$ cat config.mk
export PLATFORM = sky130hd
export DESIGN_NAME = lfc_regs
export DESIGN_NICKNAME = d
export VERILOG_FILES = /design/src/verilog/lfc_pkg.sv /design/src/verilog/lfc_regs.sv
export SDC_FILE = /design/constraint.sdc
export NUM_CORES = 1
export LEC_CHECK = 0
export BUFFER_PORTS_ARGS = -buffer_cell sky130_fd_sc_hd__buf_4
export CORE_MARGIN = 3
export CORE_UTILIZATION = 48
export CTS_CLUSTER_SIZE = 20
export DETAILED_ROUTE_END_ITERATION = 8
export GPL_TIMING_DRIVEN = 0
export PLACE_DENSITY = 0.79
export SLEW_MARGIN = 20
export SYNTH_ARGS = -nofsm -noshare
export SYNTH_HDL_FRONTEND = slang
export SYNTH_SLANG_ARGS = --single-unit
$ cat constraint.sdc
create_clock -name clk_sys_i -period 1.6 [get_ports clk_sys_i]
set_clock_uncertainty 0.15 [all_clocks]
set_input_delay 0.08 -clock clk_sys_i [delete_from_list [all_inputs] [get_ports clk_sys_i]]
set_output_delay 0.08 -clock clk_sys_i [all_outputs]
set_load 0.01 [all_outputs]
$ cat src/verilog/lfc_pkg.sv
package lfc_pkg;

  // ****************************************************************
  // Register map
  // ****************************************************************

  // Register offsets on the serial control register port.
  localparam logic [7:0]  LED_FAULT_CONFIG_OFS   = 8'h06;
  localparam logic [7:0]  SUPPLY_IRQ_ENABLES_OFS = 8'h08;

  // Reset values.
  localparam logic [15:0] LED_FAULT_CONFIG_RST   = 16'h0100;
  localparam logic [15:0] SUPPLY_IRQ_ENABLES_RST = 16'h2AAA;
  localparam logic [6:0]  IRQ_EN_RST             = 7'h7F;

  // Fault configuration field positions.
  localparam int          GND_DETECT_BIT         = 8;
  localparam int          MUST_ZERO_HI           = 7;
  localparam int          MUST_ZERO_LO           = 4;
  localparam int          STRING_COUNT           = 4;

  // Interrupt enable fields: seven two-bit fields from bit 0 upward.
  localparam int          IRQ_FIELDS             = 7;
  localparam int          IRQ_FIELD_W            = 2;

  // Field codes for the interrupt enables.
  localparam logic [1:0]  IRQ_RD_OFF             = 2'h0;
  localparam logic [1:0]  IRQ_RD_ON              = 2'h2;
  localparam logic [1:0]  IRQ_WR_OFF             = 2'h1;
  localparam logic [1:0]  IRQ_WR_ON              = 2'h3;

endpackage : lfc_pkg

$ cat src/verilog/lfc_regs.sv
// Operation
// Bit 8 enables short-to-ground detection, resets one.
// Bits 3..0 suppress per-string short faults.
// Host writes zeros to bits 7..4.
// Fault config resets 100h, bits 15..9 zero.
// Enable fields read 0h off, 2h on.
// Write 1h disables, 3h enables.
// Boost sync missing enable at bits 13..12.
// Charge pump enable at bits 11..10.
// Pump capacitor missing enable at bits 9..8.
// Supply enables reset 2AAAh, lower fields listed.
// Supply bits 15..14 reserved, reset zero.
// Writing 0h or 2h leaves enable unchanged.
`timescale 1ns/1ps
`default_nettype none

module lfc_regs (
  input  wire logic        clk_sys_i,
  input  wire logic        rst_i,
  input  wire logic        clk_en_i,
  input  wire logic [7:0]  reg_addr_i,
  input  wire logic        reg_wr_i,
  input  wire logic [15:0] reg_wdata_i,
  input  wire logic        reg_rd_i,
  output logic      [15:0] reg_rdata_o,
  output logic             short_to_ground_detect_en_o,
  output logic      [3:0]  string_short_fault_off_o,
  output logic      [6:0]  supply_irq_en_o
);

  // ****************************************************************
  // Storage
  // ****************************************************************

  logic [8:0]  fault_cfg_r;
  logic [6:0]  irq_en_r;
  logic [6:0]  irq_en_nxt;
  logic [15:0] irq_rd;
  logic [15:0] reg_rdata_r;
  logic        wr_fault;
  logic        wr_supply;

  // Address decode of the two writable words.
  assign wr_fault  = reg_wr_i && (reg_addr_i == lfc_pkg::LED_FAULT_CONFIG_OFS);
  assign wr_supply = reg_wr_i && (reg_addr_i == lfc_pkg::SUPPLY_IRQ_ENABLES_OFS);

  // Fault configuration keeps bits 8..0; bits 15..9 are not stored and read zero.
  always_ff @(posedge clk_sys_i) begin
    if (rst_i) begin
      fault_cfg_r <= lfc_pkg::LED_FAULT_CONFIG_RST[8:0];
    end else if (clk_en_i && wr_fault) begin
      fault_cfg_r <= reg_wdata_i[8:0];
    end
  end

  // ****************************************************************
  // Interrupt enable fields
  // ****************************************************************

  // Each field decodes its write code; other codes hold the state.
  genvar g;
  generate
    for (g = 0; g < lfc_pkg::IRQ_FIELDS; g++) begin : g_irq
      logic [1:0] code;
      assign code = reg_wdata_i[2*g+1:2*g];
      // Codes 0h and 2h fall through to the held state, so fields can be skipped.
      assign irq_en_nxt[g] = (wr_supply && code == lfc_pkg::IRQ_WR_ON)  ? 1'b1 :
                             (wr_supply && code == lfc_pkg::IRQ_WR_OFF) ? 1'b0 :
                             irq_en_r[g];
      // Read view reports 2h when enabled and 0h when disabled.
      assign irq_rd[2*g+1:2*g] = irq_en_r[g] ? lfc_pkg::IRQ_RD_ON
                                             : lfc_pkg::IRQ_RD_OFF;
    end
  endgenerate
  assign irq_rd[15:14] = 2'h0;

  // Enable state, all fields enabled out of reset.
  always_ff @(posedge clk_sys_i) begin
    if (rst_i) begin
      irq_en_r <= lfc_pkg::IRQ_EN_RST;
    end else if (clk_en_i) begin
      irq_en_r <= irq_en_nxt;
    end
  end

  // ****************************************************************
  // Read port
  // ****************************************************************

  // Read data registered on a read strobe; unmapped offsets read zero.
  always_ff @(posedge clk_sys_i) begin
    if (rst_i) begin
      reg_rdata_r <= 16'h0000;
    end else if (clk_en_i && reg_rd_i) begin
      case (reg_addr_i)
        lfc_pkg::LED_FAULT_CONFIG_OFS:   reg_rdata_r <= {7'h00, fault_cfg_r};
        lfc_pkg::SUPPLY_IRQ_ENABLES_OFS: reg_rdata_r <= irq_rd;
        default:                         reg_rdata_r <= 16'h0000;
      endcase
    end
  end

  assign reg_rdata_o                 = reg_rdata_r;
  assign short_to_ground_detect_en_o = fault_cfg_r[lfc_pkg::GND_DETECT_BIT];
  assign string_short_fault_off_o    = fault_cfg_r[3:0];
  assign supply_irq_en_o             = irq_en_r;
endmodule : lfc_regs

`default_nettype wire

==> reports/metrics.cfg, run 1 <==
[clock_tree]
numCtsBuffers=3
hold_buffers=19
cts_setup_buffers=0
cts_num_sinks=28
cts-root-buf=clkbuf_4
postCtsResizedCells=0
clockBufferDepth=2
clk_pin_slew_worst_paths_ns=0.16
cts_max_level=1
insertion_delay_ns=0.33
cts_tree=yes

[sta]
fmax_mhz=654
hold_viol_final=0
hold_slack_ns=0.0356
setup_viol=0
finalCritPeriodShare_pct=95.5
drv_slew=0
setup_tns_ns=0
fin_crit_ns=1.53
rsz0062_at_grt=no

[power]
p_sw_w=0.000328
p_total_w=0.00127
clkPwrFrac_pct=27.9
p_seq_share_pct=54.9
sw_frac_of_total_pct=25.8
power.share.combinational_pct=17.2
power_density_mw_per_mm2=595
internal_power_w=0.000944
leakage_nw=0.940
peakVddDrop_uv=414

[global_routing]
antenna_found_initial=0
grt_overflow=0
grt_pass1_vias=1580
grt_pass1_wl_um=7220
track_usage_pct=25.8
grt_max_degree=16

[status]
status=complete, no violations

[floorplan]
dieArea_mm2=0.00382
ios=57
core_mm2=0.00285
rows=19
start_util_pct=52.4
die_y_um=61.8
die_w_um=61.8

[logic_synthesis]
syn-mean-instance-area_um2=8.49
ys_ff_latch=28
syn-cell-area_mm2=0.00149
synthDistinctLibCells=25
netlist.area_leader.share_pct=37.5
yosysWarnings=0
yosysSeqAreaShare_pct=37.5
synthCells=176
netlist_top_cells_area=dfxtp_1 38%, nand4_1 9.6%, a21oi_1 6.7%, mux2i_1 5.4%, buf_4 5.0%
yosys.area.top_type=dfxtp_1

[route]
wl_per_cell_um=16.1
wl_met2_um=2250
postRouteAntennaNets=0
first_iter_violations=95
dr_wl_met3_um=313
drc_errors=0
top_layer=met4
dr_total_vias=1651
vias_per_cell=5.85
wl_met1_um=1860
drt_pass1_iterations=4
routed_wl_um=4550

[setup_path]
required_ns=1.72
slowest_delay_ns=0.69
criticalPathCategory=input pin to register
path_buf_inv=2
worst_path_max_delay_cell=dlygate4sd3_1
path_max_fanout=3
crit_family=buffers and inverters
cp_data_arrival_time_ns=1.65
path_cells=buf_4 -> nor4b_2 -> dlygate4sd3_1 -> nand4_1 -> a21oi_1
cp-end-kind=register
worstSetupStartpointType=input pin

[finish]
final_cells=282
num-nets-final=281
register_area_um2=561
areaGrowthSynthToFinish_pct=43.1
fillers=227
multi_input_area_um2=803
drive_gt1_share_pct=28.3
stdcell_area_mm2=0.00214
final_common_cell=buf_4
final_cell_mix=59 x buf_4, 28 x dfxtp_1, 23 x nand4_1, 20 x a21oi_1, 19 x dlygate4sd3_1
antenna_cells=0

[place]
dpl.cell_count=259
portBuffers=49
hpwl_um=3340
placed_area_mm2=0.00191
gp_congestion=0.892

[job]
max_cap_violations=0

[worst_hold_path]
worstHoldPathType=input pin to register

## synth_stat cells
cell type   n
buf_6       1
conb_1      1
buf_4      10
and3_1     10
mux2i_1     8
clkbuf_1   11
nor2_1     17
nand3_1     1
nor3_2      1
dfxtp_1    28
nand3b_2    1
buf_1       1
and2_1      2
nand4_1    23
nor4b_2     2
o2111ai_1   4
nand2_1    14
nor3b_4     1
or2_1       1
o41ai_1     8
and4b_1     4
a21oi_1    20
buf_2       2
or3_1       1
nor4bb_1    4
## power groups by stage
stage	Clock, W	Sequential [W]	Combinational (W)
after CTS	0.000349	0.000698	0.000214
after detailed placement	0	0.000713	0.000181
after global placement	0	0.000713	0.000175
final	0.000355	0.000698	0.000219
after global routing	0.000381	0.000699	0.000238
after floorplan	0	0.000713	0.0000979
## state kept, by name (all words and copies together) (netlist names)
signal           cells
reg_rdata_o         12
fault_cfg_r          9
supply_irq_en_o      7
## cell type report
| class | instances | area share, % |
|---|---|---|
| clock buffers | 4 | 1.70 |
| well taps | 31 | 1.81 |
| repair buffers | 68 | 26.1 |
| plain buffers | 25 | 6.61 |
| flip-flops and latches | 28 | 26.2 |
| multi-input cells | 126 | 37.6 |
## metrics by stage
step	setup slack [ns]	utilization, %
floorplan	0.332	-
global placement	0.113	67.0
detailed placement	0.0105	67.0
CTS	0.171	75.0
global route	0.0278	75.0
finish	0.0718	75.0
## final timing paths
kind / from / end / slack (ns) / depth (start not counted)
setup / recovery: reg_addr_i[5] / reg_rdata_o[2]$_SDFFE_PP0P_ / 0.07 / 5
hold / removal: rst_i / supply_irq_en_o[4]$_SDFFE_PP1P_ / 0.04 / 3
setup reg to reg: fault_cfg_r[8]$_SDFFE_PP1P_ / fault_cfg_r[8]$_SDFFE_PP1P_ / 0.27 / 3
hold reg to reg: reg_rdata_o[8]$_SDFFE_PP0P_ / reg_rdata_o[8]$_SDFFE_PP0P_ / 0.31 / 2
## worst reg2reg max path: cells and delay by family (launching register included)
kind	cells	cell delay (ns)
buffers and inverters	1	0.55
DFF	1	0.36
and+or+nand+nor	1	0.11
muxes	1	0.07
## metal layers
metal | track usage [%] | vias to the layer above
met1 | 32.0 | 758
met5 | 0 | -
met3 | 4.75 | 16
met4 | 10.3 | 0
li1 | - | 795
met2 | 43.9 | 82
## cells by family (layout without fill, tap and decap cells)
family          after synthesis  count (layout)  synth area share (%)
simple gates                 82              82                  33.7
compound gates               32              32                  13.7
flops                        28              28                  37.5
buf+inv                      25              97                  9.46
mux                           8               8                  5.36
other cells                   1               4                 0.251
(Power assumes the default switching activity.)
==> run 2, diff against run 1 <==
--- a/config.mk
+++ b/config.mk
@@ -6,12 +6,14 @@
 export NUM_CORES = 1
 export LEC_CHECK = 0
 export BUFFER_PORTS_ARGS = -buffer_cell sky130_fd_sc_hd__buf_4
+export CELL_PAD_IN_SITES_DETAIL_PLACEMENT = 1
+export CELL_PAD_IN_SITES_GLOBAL_PLACEMENT = 1
 export CORE_MARGIN = 3
-export CORE_UTILIZATION = 48
+export CORE_UTILIZATION = 35
 export CTS_CLUSTER_SIZE = 20
 export DETAILED_ROUTE_END_ITERATION = 8
 export GPL_TIMING_DRIVEN = 0
-export PLACE_DENSITY = 0.79
+export PLACE_DENSITY_LB_ADDON = 0.1
 export SLEW_MARGIN = 20
 export SYNTH_ARGS = -nofsm -noshare
 export SYNTH_HDL_FRONTEND = slang
==> reports/metrics.cfg, run 2 (same netlist as run 1, synthesis figures left out) <==
[route]
dr_total_vias=1634  ; -1.0%
drt_pass1_iterations=4  ; unchanged
wl_per_cell_um=17.1  ; +6.1%
routed_wl_um=5030  ; +11%
vias_per_cell=5.56  ; -5.1%
postRouteAntennaNets=0  ; unchanged
drc_errors=0  ; unchanged
first_iter_violations=89  ; -6.3%

[global_routing]
track_usage_pct=20.4  ; -5.4 points
grt_pass1_wl_um=8350  ; +16%
antenna_found_initial=0  ; unchanged
grt_pass1_vias=1619  ; +2.5%
grt_overflow=0  ; unchanged
grt_max_degree=16  ; unchanged

[setup_path]
path_max_fanout=10  ; +7
required_ns=1.60  ; -0.12 ns
worst_path_max_delay_cell=o41ai_1
path_cells=buf_4 -> clkbuf_1 -> nand3b_2 -> o41ai_1 -> a21oi_1
cp-end-kind=register
criticalPathCategory=input pin to register
cp_data_arrival_time_ns=1.40  ; -0.25 ns
slowest_delay_ns=0.47  ; -0.22 ns
worstSetupStartpointType=input pin

[finish]
num-nets-final=274  ; -2.5%
drive_gt1_share_pct=29.1  ; +0.81 points
final_cell_mix=59 x buf_4, 28 x dfxtp_1, 23 x nand4_1, 20 x a21oi_1, 17 x nor2_1
areaGrowthSynthToFinish_pct=41.3
final_common_cell=buf_4
final_cells=294  ; +4.3%
antenna_cells=0  ; unchanged
largest_reg_flops=12  ; unchanged

[sta]
slew_headroom_pct=63.4
setup_viol=0  ; unchanged
setup_tns_ns=0  ; unchanged
drv_slew=0  ; unchanged
fmax_mhz=716  ; +9.4%
hold_viol_final=0  ; unchanged
fin_crit_ns=1.40  ; -0.131 ns
rsz0062_at_grt=no
finalCritPeriodShare_pct=87.3  ; -8.2 points
hold_slack_ns=0.00422  ; -0.0313 ns
worstMarginPinSlew_ns=0.547
setup_slack_ns=0.203  ; +0.131 ns

[floorplan]
start_util_pct=36.8  ; -16 points
die_w_um=71.3  ; +15%
dieArea_mm2=0.00509  ; +33%
die_y_um=71.3  ; +15%
ios=57  ; unchanged
core_mm2=0.00406  ; +42%
rows=23  ; +4

[place]
hpwl_um=3840  ; +15%
gp_congestion=0.881  ; -1.3%
dpl.cell_count=278  ; +7.3%
dp_slack_ns=-0.0791  ; -0.0896 ns
portBuffers=49  ; unchanged

[power]
power_density_mw_per_mm2=645  ; +8.3%
leakage_nw=0.912  ; -3.0%
peakVddDrop_uv=375  ; -9.4%

[clock_tree]
cts_max_level=1  ; unchanged
clk_pin_slew_worst_paths_ns=0.10  ; -0.06 ns
numCtsBuffers=3  ; unchanged
cts_num_sinks=28  ; unchanged
insertion_delay_ns=0.27  ; -0.06 ns
cts_tree=yes
cts-root-buf=clkbuf_8
clockBufferDepth=2  ; unchanged

[worst_hold_path]
worstHoldPathType=input pin to register

[status]
status=complete, no violations

[job]
max_cap_violations=0  ; unchanged

## run 2: cell types whose count changed in the layout (fill, tap and decap cells not counted), sizes merged
cell / change
dlygate4sd3: -7
## run 2: worst paths after layout
kind	end	slack (ns)	from	depth (start not counted)
worst max register to register	reg_rdata_o[5]$_SDFFE_PP0P_	0.34	supply_irq_en_o[2]$_SDFFE_PP1P_	3
worst min-delay path	reg_rdata_o[9]$_SDFFE_PP0P_	0.004	reg_rd_i	4
worst max-delay path	fault_cfg_r[2]$_SDFFE_PP0P_	0.20	reg_addr_i[2]	5
worst min register to register	reg_rdata_o[6]$_SDFFE_PP0P_	0.31	reg_rdata_o[6]$_SDFFE_PP0P_	2
## run 2: area by class of cell
class,count,area [um^2]
sequential,28,561
buffer,25,141
multi-input combinational,126,803
timing repair buffer,61,488
fill,504,1950
tap,50,62.6
clock buffer,4,55.1
## run 2: critical path, delay by kind of cell
kind / cells / cell delay, ns
simple gates: 1 / 0.27
buf+inv: 2 / 0.45
compound gates: 2 / 0.59
## run 2: where the power goes
group	internal [W]	switching [W]
Sequential	0.000697	0.000000278
Clock	0.000220	0.000228
Combinational	0.0000991	0.000115
## run 2: timing repair
action                                 CTS  global route
endpoints found under the hold margin   16             0
setup buffers                            0             0
hold buffers                            12             0
resized for setup                        0             0
## run 2: per-stage QoR
stage                     util, %  power [W]  area [um^2]
after global routing         52.0    0.00142         2110
after global placement       47.7   0.000894         1940
after CTS                    52.0    0.00137         2110
after detailed placement     47.7   0.000903         1940
after floorplan                 -   0.000811         1510
final                        52.0    0.00136         2110
## run 2: metal layers
| metal | share of wire, % | global-route usage (%) |
|---|---|---|
| met3 | 6.3 | 2.66 |
| met2 | 50 | 35.5 |
| met4 | 0.60 | 3.13 |
| met1 | 43 | 27.5 |
| met5 | 0 | 0 |
==> run 3, diff against run 2 <==
--- a/config.mk
+++ b/config.mk
@@ -9,7 +9,7 @@
 export CELL_PAD_IN_SITES_DETAIL_PLACEMENT = 1
 export CELL_PAD_IN_SITES_GLOBAL_PLACEMENT = 1
 export CORE_MARGIN = 3
-export CORE_UTILIZATION = 35
+export CORE_UTILIZATION = 37
 export CTS_CLUSTER_SIZE = 20
 export DETAILED_ROUTE_END_ITERATION = 8
 export GPL_TIMING_DRIVEN = 0
==> constraint.sdc (replaced) <==
create_clock -name clk_sys_i -period 1.7 [get_ports clk_sys_i]
set_clock_uncertainty 0.15 [all_clocks]
set_input_delay 0.085 -clock clk_sys_i [delete_from_list [all_inputs] [get_ports clk_sys_i]]
set_output_delay 0.085 -clock clk_sys_i [all_outputs]
set_load 0.01 [all_outputs]
==> reports/metrics.cfg, run 3 (same netlist as run 1, synthesis figures left out) <==
[status]
status=complete, no violations

[power]
peakVddDrop_uv=292  ; -22%
power_density_mw_per_mm2=586  ; -9.1%
leakage_nw=0.905  ; -0.79%
p_total_w=0.00123  ; -9.8%

[clock_tree]
clk_pin_slew_worst_paths_ns=0.10  ; about the same
cts_setup_buffers=0  ; unchanged
postCtsResizedCells=0  ; unchanged
cts_tree=yes
clockBufferDepth=2  ; unchanged
insertion_delay_ns=0.28  ; about the same
cts-root-buf=clkbuf_8
cts_num_sinks=28  ; unchanged
numCtsBuffers=3  ; unchanged
cts_max_level=1  ; unchanged

[route]
wl_per_cell_um=17.1  ; +0.13%
drt_pass1_iterations=4  ; unchanged
postRouteAntennaNets=0  ; unchanged
first_iter_violations=51  ; -43%
routed_wl_um=4980  ; -0.89%
drc_errors=0  ; unchanged
dr_total_vias=1653  ; +1.2%
vias_per_cell=5.68  ; +2.2%

[setup_path]
cp_data_arrival_time_ns=1.32  ; -0.08 ns
timing.rr.start=supply_irq_en_o[2]$_SDFFE_PP1P_
r2r_end=reg_rdata_o[5]$_SDFFE_PP0P_
cp-end-kind=register
worstSetupStartpointType=input pin
rrSetupSlack_ns=0.47  ; +0.13 ns
criticalPathCategory=input pin to register
required_ns=1.71  ; +0.11 ns
path_max_fanout=10  ; unchanged
worstRegToRegCells=3  ; unchanged

[global_routing]
grt_overflow=0  ; unchanged
grt_pass1_wl_um=8290  ; -0.75%
antenna_found_initial=0  ; unchanged
grt_max_degree=15  ; -1
track_usage_pct=21.1  ; +0.72 points
grt_pass1_vias=1663  ; +2.7%

[finish]
final_common_cell=buf_4
largest_reg_flops=12  ; unchanged
final_cell_mix=59 x buf_4, 28 x dfxtp_1, 23 x nand4_1, 20 x a21oi_1, 17 x nor2_1
antenna_cells=0  ; unchanged
areaGrowthSynthToFinish_pct=40.2
drive_gt1_share_pct=28.8  ; -0.29 points
post-route-util_pct=55.5  ; +3.5 points
num-nets-final=274  ; unchanged

[worst_hold_path]
worstHoldStart=reg_rd_i
worstHoldPathType=input pin to register
hold_path_depth=4  ; unchanged
min_to=reg_rdata_o[9]$_SDFFE_PP0P_

[floorplan]
die_w_um=69.5  ; -2.5%
rows=22  ; -4.3%
start_util_pct=39.6  ; +2.8 points
core_mm2=0.00377  ; -7.1%
ios=57  ; unchanged
dieArea_mm2=0.00484  ; -5.0%
die_y_um=69.5  ; -2.5%

[sta]
drv_slew=0  ; unchanged
fin_crit_ns=1.32
fmax_mhz=758
hold_viol_final=0  ; unchanged
setup_tns_ns=0  ; unchanged
setup_viol=0  ; unchanged
slew_headroom_pct=63.0  ; -0.42 points
finalCritPeriodShare_pct=77.6
worstMarginPinSlew_ns=0.553  ; +0.00625 ns
rsz0062_at_grt=no

[place]
portBuffers=49  ; unchanged
gp_congestion=0.772  ; -12%
hpwl_um=3700  ; -3.6%

[job]
max_cap_violations=0  ; unchanged

-- run 3: cell count changes in the layout (fill, tap and decap cells not counted) --
cell      before  now
clkbuf_8       4    3
-- run 3: per-stage QoR --
| step | setup slack (ns) | instance area (um^2) | hold WS, ns | std cells |
|---|---|---|---|---|
| after floorplan | 0.427 | 1510 | 0.0893 | 179 |
| after global placement | 0.182 | 1930 | 0.183 | 276 |
| after detailed placement | 0.0744 | 1930 | 0.198 | 276 |
| after CTS | 0.394 | 2090 | 0.00459 | 291 |
| after global routing | 0.256 | 2090 | 0.0436 | 291 |
| final | 0.381 | 2090 | 0.0206 | 291 |
-- run 3: per-layer routing --
metal / routed length (um) / GRT usage [%] / vias up / part of all wire [%]
met4: 55 / 5.86 / 0 / 1.1
met2: 2490 / 35.6 / 52 / 50
met3: 218 / 3.19 / 5 / 4.4
li1: - / - / 784 / -
met1: 2220 / 28.0 / 812 / 45
met5: 0 / 0 / - / 0
-- run 3: critical path: stages --
cell and delay [ns]:
buf_4 0.08, clkbuf_1 0.36, nand3b_2 0.27, o41ai_1 0.40, a21oi_1 0.12
-- run 3: how the worst max path moves through the flow --
stage	start	to	slack, ns
after detailed placement	reg_addr_i[2]	fault_cfg_r[6]$_SDFFE_PP0P_	0.07
after floorplan	reg_addr_i[0]	fault_cfg_r[0]$_SDFFE_PP0P_	0.43
after global placement	reg_addr_i[5]	reg_rdata_o[6]$_SDFFE_PP0P_	0.18
after global routing	reg_addr_i[2]	fault_cfg_r[2]$_SDFFE_PP0P_	0.26
after CTS	reg_addr_i[2]	fault_cfg_r[6]$_SDFFE_PP0P_	0.39
final	reg_addr_i[2]	fault_cfg_r[6]$_SDFFE_PP0P_	0.38
-- run 3: report_power, final --
| group | switching (W) | internal [W] | total (W) |
|---|---|---|---|
| Combinational | 0.000110 | 0.0000933 | 0.000203 |
| Sequential | 0.000000252 | 0.000656 | 0.000656 |
| Clock | 0.000208 | 0.000160 | 0.000368 |
| Total | 0.000318 | 0.000909 | 0.00123 |
-- run 3: repair_timing --
action | 4_1_cts | 5_1_grt
hold buffers | 12 | 0
endpoints found under the hold margin | 16 | 0
endpoints found under the setup margin | 0 | 0
-- run 3: layout make-up --
cell class	instances	area, um^2
multi-input cells	126	803
fillers	451	1680
repair buffers	61	488
flip-flops and latches	28	561
clock buffers	3	41.3
well taps	48	60.1
plain buffers	25	141
